==> src/logic/adc_format_pkg.sv <==
package adc_format_pkg;
  // ----------------------------------------------------------------
  // Register map (word offsets on the plain register port)
  // ----------------------------------------------------------------
  localparam logic [2:0] OFF_CTRL_A   = 3'h0;
  localparam logic [2:0] OFF_CTRL_B   = 3'h1;
  localparam logic [2:0] OFF_RES_HIGH = 3'h2;
  localparam logic [2:0] OFF_RES_LOW  = 3'h3;
  localparam logic [2:0] OFF_IRQ_STAT = 3'h4;
  localparam logic [2:0] OFF_IRQ_MASK = 3'h5;

  // ----------------------------------------------------------------
  // Field positions
  // ----------------------------------------------------------------
  localparam int CLK_SEL_HI  = 7;
  localparam int CLK_SEL_LO  = 6;
  localparam int CHAN_HI     = 5;
  localparam int CHAN_LO     = 2;
  localparam int GO_BIT      = 1;
  localparam int ENABLE_BIT  = 0;
  localparam int JUSTIFY_BIT = 7;
  localparam int VREF_NEG_BIT = 5;
  localparam int VREF_POS_BIT = 4;
  localparam int DONE_IRQ_BIT = 0;

  // ----------------------------------------------------------------
  // Reset values and codes
  // ----------------------------------------------------------------
  localparam logic [7:0] CTRL_A_RESET = 8'h00;
  localparam logic [7:0] CTRL_B_RESET = 8'h00;
  localparam logic [7:0] CTRL_B_MASK  = 8'hB0;
  localparam logic [7:0] IRQ_MASK_RESET = 8'h00;
  localparam logic [3:0] CHAN_FIXED_REF = 4'hF;
  localparam logic [3:0] CONV_BITS      = 4'hB;

  typedef enum logic [1:0] {
    ST_IDLE    = 2'b00,
    ST_REQUEST = 2'b01,
    ST_WAIT    = 2'b10
  } conv_state_t;
endpackage : adc_format_pkg

==> src/logic/adc_result_format_control.sv <==
// Behaviour
// Left justified, result bits 9..2 go to high byte bits 7..0.
// Left justified, result bits 1..0 go to low byte bits 7..6, bits 5..0 are reserved.
// Right justified, result bits 9..8 go to high byte bits 1..0, bits 7..2 are reserved.
// Right justified, result bits 7..0 go to low byte bits 7..0.
// Software waits an acquisition interval after a channel change before setting go.
// Control A holds clock select 7..6, channel 5..2, go 1 and enable 0.
// Both result bytes power up unknown and are software readable and writable at any time; a write in a completion cycle is overridden by the result.
// Justify select one means right justified, zero means left justified.
// Go set while enabled starts a conversion; hardware clears go at completion.
// Channel code all ones routes the fixed internal reference to the converter.
// Both result bytes are loaded together before go is cleared.
//
// Implementation choices: the register addresses and the strobed register port.
`timescale 1ns/1ps
module adc_result_format_control
  import adc_format_pkg::*;
(
  input  wire logic       mclk,
  input  wire logic       arst_n,
  input  wire logic [2:0] regAddr,
  input  wire logic [7:0] regWdata,
  input  wire logic       regWrite,
  input  wire logic       regRead,
  output logic      [7:0] regRdata,
  output logic            convStart,
  input  wire logic       convDone,
  input  wire logic [9:0] conversionResult,
  output logic      [3:0] inputChannelSelect,
  output logic            fixedRefSelect,
  output logic      [1:0] conversionClockSelect,
  output logic            converterEnable,
  output logic            vrefNegSelect,
  output logic            vrefPosSelect,
  output logic            irq
);
  import adc_format_pkg::*;

  // ----------------------------------------------------------------
  // State
  // ----------------------------------------------------------------
  logic [7:0]  ctrlA_q, ctrlA_d;
  logic [7:0]  ctrlB_q, ctrlB_d;
  logic [7:0]  resHigh_q, resHigh_d;
  logic [7:0]  resLow_q, resLow_d;
  logic [7:0]  irqStat_q, irqStat_d;
  logic [7:0]  irqMask_q, irqMask_d;
  logic [7:0]  rdata_q, rdata_d;
  conv_state_t state_q, state_d;
  logic        doneEvent;
  logic [7:0]  fmtHigh;
  logic [7:0]  fmtLow;
  logic        abortEvent;
  logic        wrCtrlA;
  logic        wrCtrlB;
  logic        wrResHigh;
  logic        wrResLow;
  logic        wrIrqStat;
  logic        wrIrqMask;
  logic        fixedRef_q, fixedRef_d;
  logic        irq_q, irq_d;

  // ----------------------------------------------------------------
  // Result formatting
  // ----------------------------------------------------------------
  // Reserved bits are driven zero rather than left floating
  always_comb
  begin
    if (ctrlB_q[JUSTIFY_BIT])
    begin
      fmtHigh = {6'h00, conversionResult[9:8]};
      fmtLow  = conversionResult[7:0];
    end
    else
    begin
      fmtHigh = conversionResult[9:2];
      fmtLow  = {conversionResult[1:0], 6'h00};
    end
  end

  // ----------------------------------------------------------------
  // Conversion sequencing
  // ----------------------------------------------------------------
  // The acquisition wait is software's duty; go is honoured as soon as it is set
  always_comb
  begin
    state_d    = state_q;
    doneEvent  = 1'b0;
    abortEvent = 1'b0;
    case (state_q)
      ST_IDLE:
      begin
        if (ctrlA_q[GO_BIT] && ctrlA_q[ENABLE_BIT])
          state_d = ST_REQUEST;
      end
      ST_REQUEST:
      begin
        state_d = ST_WAIT;
      end
      ST_WAIT:
      begin
        // Dropping the enable mid-conversion abandons it; no result is kept
        if (!ctrlA_q[ENABLE_BIT])
        begin
          abortEvent = 1'b1;
          state_d    = ST_IDLE;
        end
        else if (convDone)
        begin
          doneEvent = 1'b1;
          state_d   = ST_IDLE;
        end
      end
      default:
      begin
        state_d = ST_IDLE;
      end
    endcase
  end

  assign convStart = (state_q == ST_REQUEST);

  // The request state lasts exactly one cycle, which is what keeps convStart a single pulse
  always_ff @(posedge mclk or negedge arst_n)
  begin
    if (!arst_n)
      state_q <= ST_IDLE;
    else
      state_q <= state_d;
  end

  // ----------------------------------------------------------------
  // Write decode
  // ----------------------------------------------------------------
  // One strobe per register keeps the address map out of the groups below
  assign wrCtrlA   = regWrite && (regAddr == OFF_CTRL_A);
  assign wrCtrlB   = regWrite && (regAddr == OFF_CTRL_B);
  assign wrResHigh = regWrite && (regAddr == OFF_RES_HIGH);
  assign wrResLow  = regWrite && (regAddr == OFF_RES_LOW);
  assign wrIrqStat = regWrite && (regAddr == OFF_IRQ_STAT);
  assign wrIrqMask = regWrite && (regAddr == OFF_IRQ_MASK);

  // ----------------------------------------------------------------
  // Control A
  // ----------------------------------------------------------------
  always_comb
  begin
    ctrlA_d = ctrlA_q;
    if (wrCtrlA)
      ctrlA_d = regWdata;
    // Completion and abort come after the software write, so hardware has the last word on go
    if (doneEvent || abortEvent)
      ctrlA_d[GO_BIT] = 1'b0;
    // Decoded ahead of the register so the select leaves a flip-flop like the other fields
    fixedRef_d = (ctrlA_d[CHAN_HI:CHAN_LO] == CHAN_FIXED_REF);
  end

  always_ff @(posedge mclk or negedge arst_n)
  begin
    if (!arst_n)
    begin
      ctrlA_q    <= CTRL_A_RESET;
      fixedRef_q <= (CTRL_A_RESET[CHAN_HI:CHAN_LO] == CHAN_FIXED_REF);
    end
    else
    begin
      ctrlA_q    <= ctrlA_d;
      fixedRef_q <= fixedRef_d;
    end
  end

  // ----------------------------------------------------------------
  // Control B
  // ----------------------------------------------------------------
  // Only the justify and reference bits exist; the rest read back as zero
  always_comb
  begin
    ctrlB_d = ctrlB_q;
    if (wrCtrlB)
      ctrlB_d = regWdata & CTRL_B_MASK;
  end

  always_ff @(posedge mclk or negedge arst_n)
  begin
    if (!arst_n)
      ctrlB_q <= CTRL_B_RESET;
    else
      ctrlB_q <= ctrlB_d;
  end

  // ----------------------------------------------------------------
  // Result bytes
  // ----------------------------------------------------------------
  always_comb
  begin
    resHigh_d = resHigh_q;
    resLow_d  = resLow_q;
    if (wrResHigh)
      resHigh_d = regWdata;
    if (wrResLow)
      resLow_d = regWdata;
    // A completion beats a software write in the same cycle, so a completion always leaves both bytes holding one sample
    if (doneEvent)
    begin
      resHigh_d = fmtHigh;
      resLow_d  = fmtLow;
    end
  end

  // Result bytes have no reset: their power-up value is undefined by design
  always_ff @(posedge mclk)
  begin
    resHigh_q <= resHigh_d;
    resLow_q  <= resLow_d;
  end

  // ----------------------------------------------------------------
  // Interrupt status
  // ----------------------------------------------------------------
  always_comb
  begin
    irqStat_d = irqStat_q;
    if (wrIrqStat)
      irqStat_d = irqStat_q & ~regWdata;
    // Set is applied after the clear so a completion is never lost to a same-cycle write
    if (doneEvent)
      irqStat_d[DONE_IRQ_BIT] = 1'b1;
  end

  always_ff @(posedge mclk or negedge arst_n)
  begin
    if (!arst_n)
      irqStat_q <= 8'h00;
    else
      irqStat_q <= irqStat_d;
  end

  // ----------------------------------------------------------------
  // Interrupt mask and line
  // ----------------------------------------------------------------
  // Only the completion event exists, so only mask bit 0 is kept
  always_comb
  begin
    irqMask_d = irqMask_q;
    if (wrIrqMask)
      irqMask_d = regWdata & 8'h01;
    // Built from next values so the registered line moves in step with the status bit
    irq_d = |(irqStat_d & irqMask_d);
  end

  always_ff @(posedge mclk or negedge arst_n)
  begin
    if (!arst_n)
    begin
      irqMask_q <= IRQ_MASK_RESET;
      irq_q     <= 1'b0;
    end
    else
    begin
      irqMask_q <= irqMask_d;
      irq_q     <= irq_d;
    end
  end

  // ----------------------------------------------------------------
  // Read path
  // ----------------------------------------------------------------
  // Unmapped offsets read as zero rather than aliasing a register
  always_comb
  begin
    rdata_d = 8'h00;
    if (regRead)
    begin
      case (regAddr)
        OFF_CTRL_A:   rdata_d = ctrlA_q;
        OFF_CTRL_B:   rdata_d = ctrlB_q;
        OFF_RES_HIGH: rdata_d = resHigh_q;
        OFF_RES_LOW:  rdata_d = resLow_q;
        OFF_IRQ_STAT: rdata_d = irqStat_q;
        OFF_IRQ_MASK: rdata_d = irqMask_q;
        default:      rdata_d = 8'h00;
      endcase
    end
  end

  always_ff @(posedge mclk or negedge arst_n)
  begin
    if (!arst_n)
      rdata_q <= 8'h00;
    else
      rdata_q <= rdata_d;
  end

  // ----------------------------------------------------------------
  // Outputs
  // ----------------------------------------------------------------
  assign regRdata              = rdata_q;
  assign inputChannelSelect    = ctrlA_q[CHAN_HI:CHAN_LO];
  assign fixedRefSelect        = fixedRef_q;
  assign conversionClockSelect = ctrlA_q[CLK_SEL_HI:CLK_SEL_LO];
  assign converterEnable       = ctrlA_q[ENABLE_BIT];
  assign vrefNegSelect         = ctrlB_q[VREF_NEG_BIT];
  assign vrefPosSelect         = ctrlB_q[VREF_POS_BIT];
  assign irq                   = irq_q;
endmodule : adc_result_format_control

==> config.mk <==
export PLATFORM = sky130hd
export DESIGN_NAME = adc_result_format_control
export DESIGN_NICKNAME = d
export VERILOG_FILES = /design/src/logic/adc_format_pkg.sv /design/src/logic/adc_result_format_control.sv
export SDC_FILE = /design/constraint.sdc
export NUM_CORES = 1
export LEC_CHECK = 0
export ABC_AREA = 1
export BUFFER_PORTS_ARGS = -buffer_cell sky130_fd_sc_hd__clkbuf_2
export CAP_MARGIN = 0
export CORE_ASPECT_RATIO = 0.9
export CORE_MARGIN = 2
export CORE_UTILIZATION = 60
export CTS_BUF_LIST = sky130_fd_sc_hd__clkbuf_8 sky130_fd_sc_hd__clkbuf_16
export CTS_CLUSTER_DIAMETER = 50
export CTS_CLUSTER_SIZE = 8
export DETAILED_ROUTE_END_ITERATION = 7
export PLACE_DENSITY = 0.95
export SYNTH_ARGS = -nofsm -noshare
export SYNTH_HDL_FRONTEND = slang
export SYNTH_SLANG_ARGS = --single-unit
==> constraint.sdc <==
create_clock -name mclk -period 4 [get_ports mclk]
set_clock_uncertainty 0.2 [all_clocks]
set_input_delay 0.2 -clock mclk [delete_from_list [all_inputs] [get_ports mclk]]
set_output_delay 0.2 -clock mclk [all_outputs]
set_load 0.01 [all_outputs]
Word level (Yosys, flattened, before mapping):

Cells that the tools add are included.

* bits in registers: 55
* input port bits: 26
* output and inout bits: 20
* word-level logic and storage cells: 62

* equality and inequality tests: 10
* multiplexer cells: 22
* bitwise logic cells: 3
* reduce and logical (&&, ||, !) cells: 15

Operators by type and width (number)
* $mux W8: 9
* $pmux W8 S6: 1
* $and A8 B8 Y8: 2
* $not A8 Y8: 1
* $reduce_or A8 Y1: 1
* $logic_and A1 B1 Y1: 7
* $mux W1: 7
* $eq A3 B2 Y1 const B: 2
* $eq A3 B3 Y1 const B: 2
* $mux W2: 3
* $mux W6: 1
* $pmux W2 S3: 1
* $reduce_bool A2 Y1: 3
* $eq A4 B4 Y1 const B: 1
* $eq A3 B1 Y1 const B: 1
* $logic_not A3 Y1: 1
* $ne A3 B3 Y1 const B: 1
* $eq A2 B1 Y1 const B: 1
* $eq A2 B2 Y1 const B: 1
* $logic_not A2 Y1: 1
* $ne A2 B2 Y1 const B: 1
* $reduce_and A2 Y1: 1
* $logic_or A1 B1 Y1: 1

Longest topological paths before layout:

* depth after elaboration: 6
* gate-level depth with buffers: 10
* depth with buffers taken out: 8

Worst setup path after synthesis:

No wires, ideal clock.

* path kind: register to register
* from: register state_q[0]
* to: register resHigh_q[0], enable pin
* library setup time: 0.329 ns
* data arrival time: 1.180 ns
* required time: 3.471 ns
* setup slack: 2.291 ns
* cell stages (with the launch flop): 5
* buffers on the path: 1
* period minus slack after synthesis: 1.709 ns
* path through: dfrtp_1 > nor2_1 > nand3_1 > clkbuf_1 > nand2_1

* longest elaborated chain between the ends: 3

RTL lines
* from (decl): line adc_result_format_control.sv:49 `conv_state_t state_q, state_d;`
* from (signal assigned): line adc_result_format_control.sv:129 `state_q <= state_d;`
* $eq A2 B2 Y1: line adc_result_format_control.sv:90 `case (state_q)`
* $mux W1: line adc_result_format_control.sv:90
* $reduce_bool A2 Y1 (no source line)
* to (signal assigned): line adc_result_format_control.sv:213 `resHigh_q <= resHigh_d;`
* to (decl): line adc_result_format_control.sv:44 `logic [7:0] resHigh_q, resHigh_d;`

Every way passes these cells.
A chain may end at the register's enable or synchronous reset.

Worst setup path in the final report:

* from: register state_q[1]
* to: register resHigh_q[4], enable pin

Same word-level chain as after synthesis.

==> flow_metrics.tcl <==
set metrics [dict create \
    firstDrtPassIters 5 \
    io_pins 46 \
    area_delta_synth_final_pct 12.8 \
    syn_inst 306 \
    cp-startpoint "state_q[1]" \
    final-instance-count-excl-fill 407 \
    reg2reg_depth 4 \
    yosysTopAreaCellShare 0.368 \
    drcViolationCount 0 \
    clock_sinks 55 \
    r2r_start "state_q[1]" \
    start_util 0.638 \
    power.density_nw_per_um2 414 \
    finalCritPeriodShare 0.583 \
    cp-end-kind "register" \
    relSlewSlack 0.371 \
    violations "negative hold slack" \
    crit_fanout 25 \
    ys_types 31 \
    worst_pin_slew_ns 0.943 \
    wirelength_um 5930 \
    nNetsFinal 372 \
    placedCellCount 396 \
    arrival_ns 2.11 \
    crit_end "resHigh_q[4]" \
    post-dp-hpwl_um 4240 \
    synth_top_family_by_area "simple AND/OR/NAND/NOR gates" \
    first_global_vias 2003 \
    p_leak_nw 1.59 \
    drt.antenna.violating_nets 0 \
    synth_xor_area_frac 0 \
    synth_compound_gate_area_share 0.100 \
    grt_pass1_wl_um 9390 \
    pwr-share-seq 0.542 \
    numCtsBuffers 5 \
    clockRootBuffer "clkbuf_8" \
    reg2reg_to "resHigh_q[4]" \
    pwr-share-clk 0.289 \
    antenna_found_initial 0 \
    period_minus_slack_ns 2.33 \
    port_buffers 45 \
    finalSetupViolations 0 \
    irDropWorstVdd_mv 0.229 \
    hold_viol_final 1 \
    ys_top_cells_by_area "dfrtp_1 37%, edfxtp_1 18%, nand2_1 14%" \
    drt_iter0_markers 262 \
    critPathKind "reg2reg" \
    p_switching_mw 0.347 \
    rsz0062_at_grt "false" \
    place_congestion 0.882 \
    clockBufferDepth 2 \
    die-area_sq_um 4970 \
    muxShareOfSynthArea 0 \
    htree_levels 2 \
    antenna_cells 0 \
    grt_overflow_total 0 \
    cap_viol_max_count 0 \
    maxSlewViolCount 0 \
    max_freq_mhz 429 \
    core_area_sq_um 4160 \
    whs_ns -0.000506 \
    yosysWarnings 0 \
    status "complete, but fails checks" \
    comb_power_share 0.169 \
    synth_fa_ha_area_frac 0 \
    routedWlPerCell_um 14.6 \
    viasPerCell 5.42 \
    grt_usage 0.261 \
    syn_area_per_cell_sq_um 8.66 \
    crit_path_start_kind "register" \
    yosys.area.top_type "dfrtp_1" \
    row_count 22 \
    fp.dieH_um 67.1 \
    r2r_setup_slack_ns 1.67 \
    cts_tree "done" \
    p_int_mw 0.890 \
    fp.dieW_um 74.1 \
    synth_fp_nets 332 \
    drive_above_1_share 0.182 \
    ys_ff_latch 55 \
    setup_tns_ns 0 \
    grt_start_max_net_pins 40 \
    yosysSeqAreaShare 0.550 \
    clk_pin_slew_ns 0.09 \
    syn_area_sq_um 2650 \
    sw_frac_of_total 0.281 \
    num_vias 2204 \
    synthSimpleGateAreaFrac 0.248 \
    cp.required_ns 3.78 \
    hp-class "in2reg" \
    clk-insertion-delay-late_ns 0.31 \
]
[placed cells by master (no fill, tap or decap)]
cell type	n
nand2_1	96
a31oi_1	3
dlygate4sd3_1	3
nand4_2	1
clkbuf_8	5
nor3_4	1
nand2_4	1
nor3_1	3
o21ai_1	3
a31o_2	1
nor2_1	20
clkinv_2	1
o2bb2ai_1	3
o21ai_0	18
nand3b_1	1
edfxtp_1	16
a21oi_1	3
o31ai_1	8
a22o_1	1
clkinv_1	2
nand2_2	1
inv_2	3
a221oi_2	1
dfrtp_1	39
nor2_8	1
inv_1	42
nand3_1	13
clkbuf_2	45
o211ai_1	1
nand4_1	9
bufinv_16	1
nor2_4	1
[routing by layer]
metal | vias up | part of all wire | global-route usage | wire [um]
met5 | - | 0 | 0 | 0
met1 | 999 | 0.43 | 0.356 | 2530
li1 | 1063 | - | - | -
met2 | 126 | 0.46 | 0.398 | 2710
met3 | 16 | 0.096 | 0.0590 | 569
met4 | 0 | 0.020 | 0.111 | 119
[what timing repair did]
action / CTS / global route
endpoints found under the setup margin: 0 / 0
setup buffers: 0 / 0
resized for setup: 0 / 0
hold buffers: 3 / 0
endpoints found under the hold margin: 41 / 0
[cells by family (layout without fill, tap and decap cells)]
group / count (synthesis) / after routing
and+or+nand+nor: 148 / 148
AOI/OAI and AO/OA: 42 / 42
DFF: 55 / 55
buffers and inverters: 61 / 102
[synthesized netlist by cell type (all sizes together)]
cell,n
nand3b,1
nand4,10
a21oi,3
dfrtp,39
clkbuf,2
buf,13
edfxtp,16
o2bb2ai,3
a31o,1
nor3,4
nand3,13
a221oi,1
nand2,98
inv,45
o211ai,1
o21ai,21
nor2,22
a22o,1
clkinv,1
o31ai,8
a31oi,3
[worst min-delay path by stage]
stage | from | end | cells after the start
finish | conversionResult[8] | resHigh_q[6] | 3
global route | conversionResult[8] | resHigh_q[6] | 3
CTS | regWdata[4] | ctrlA_q[4] | 3
detailed placement | arst_n | regRdata[1] | 1
global placement | arst_n | regRdata[1] | 1
floorplan | arst_n | ctrlA_q[0] | 0
[through the flow]
stage / util / setup WS (ns) / area [sq um] / hold slack, ns / power, mW
after detailed placement: 0.686 / 1.65 / 2850 / 0.181 / 0.885
after floorplan: - / 2.29 / 2650 / -0.296 / 0.817
after CTS: 0.719 / 1.66 / 2990 / 0.000325 / 1.24
final: 0.719 / 1.67 / 2990 / -0.000506 / 1.24
after global routing: 0.719 / 1.45 / 2990 / 0.0189 / 1.29
after global placement: 0.686 / 1.82 / 2850 / 0.169 / 0.873
[worst max-delay path, stage by stage, from the launching register on]
cell and delay (ns):
dfrtp_1 0.39, inv_1 0.05, nor2_1 0.17, nand3_1 0.61
nand2_1 0.57
[flip-flops by register name, summed over array words and instances, names as in the netlist]
| signal | count |
|---|---|
| ctrlB_q | 3 |
| regRdata | 8 |
| resHigh_q | 8 |
| irqMask_q | 8 |
| fixedRefSelect | 1 |
| irqStat_q | 8 |
| state_q | 2 |
| resLow_q | 8 |
| irq | 1 |
| ctrlA_q | 8 |
[final cells by class]
type                            instances  area (sq um)
Sequential cell                        55          1460
Fill cell                             322          1170
Inverter                               46           173
Clock inverter                          3          38.8
Timing Repair Buffer                   48           255
Tap cell                               60          75.1
Clock buffer                            5          68.8
Multi-Input combinational cell        190           922
[power by group through the flow]
stage	sequential, mW	combinational (mW)	clock (mW)
final	0.670	0.209	0.358
after global placement	0.677	0.196	0
after global routing	0.676	0.236	0.383
after floorplan	0.676	0.140	0
after CTS	0.669	0.208	0.361
after detailed placement	0.680	0.204	0
Note: power is estimated with default switching activity, not from simulation.
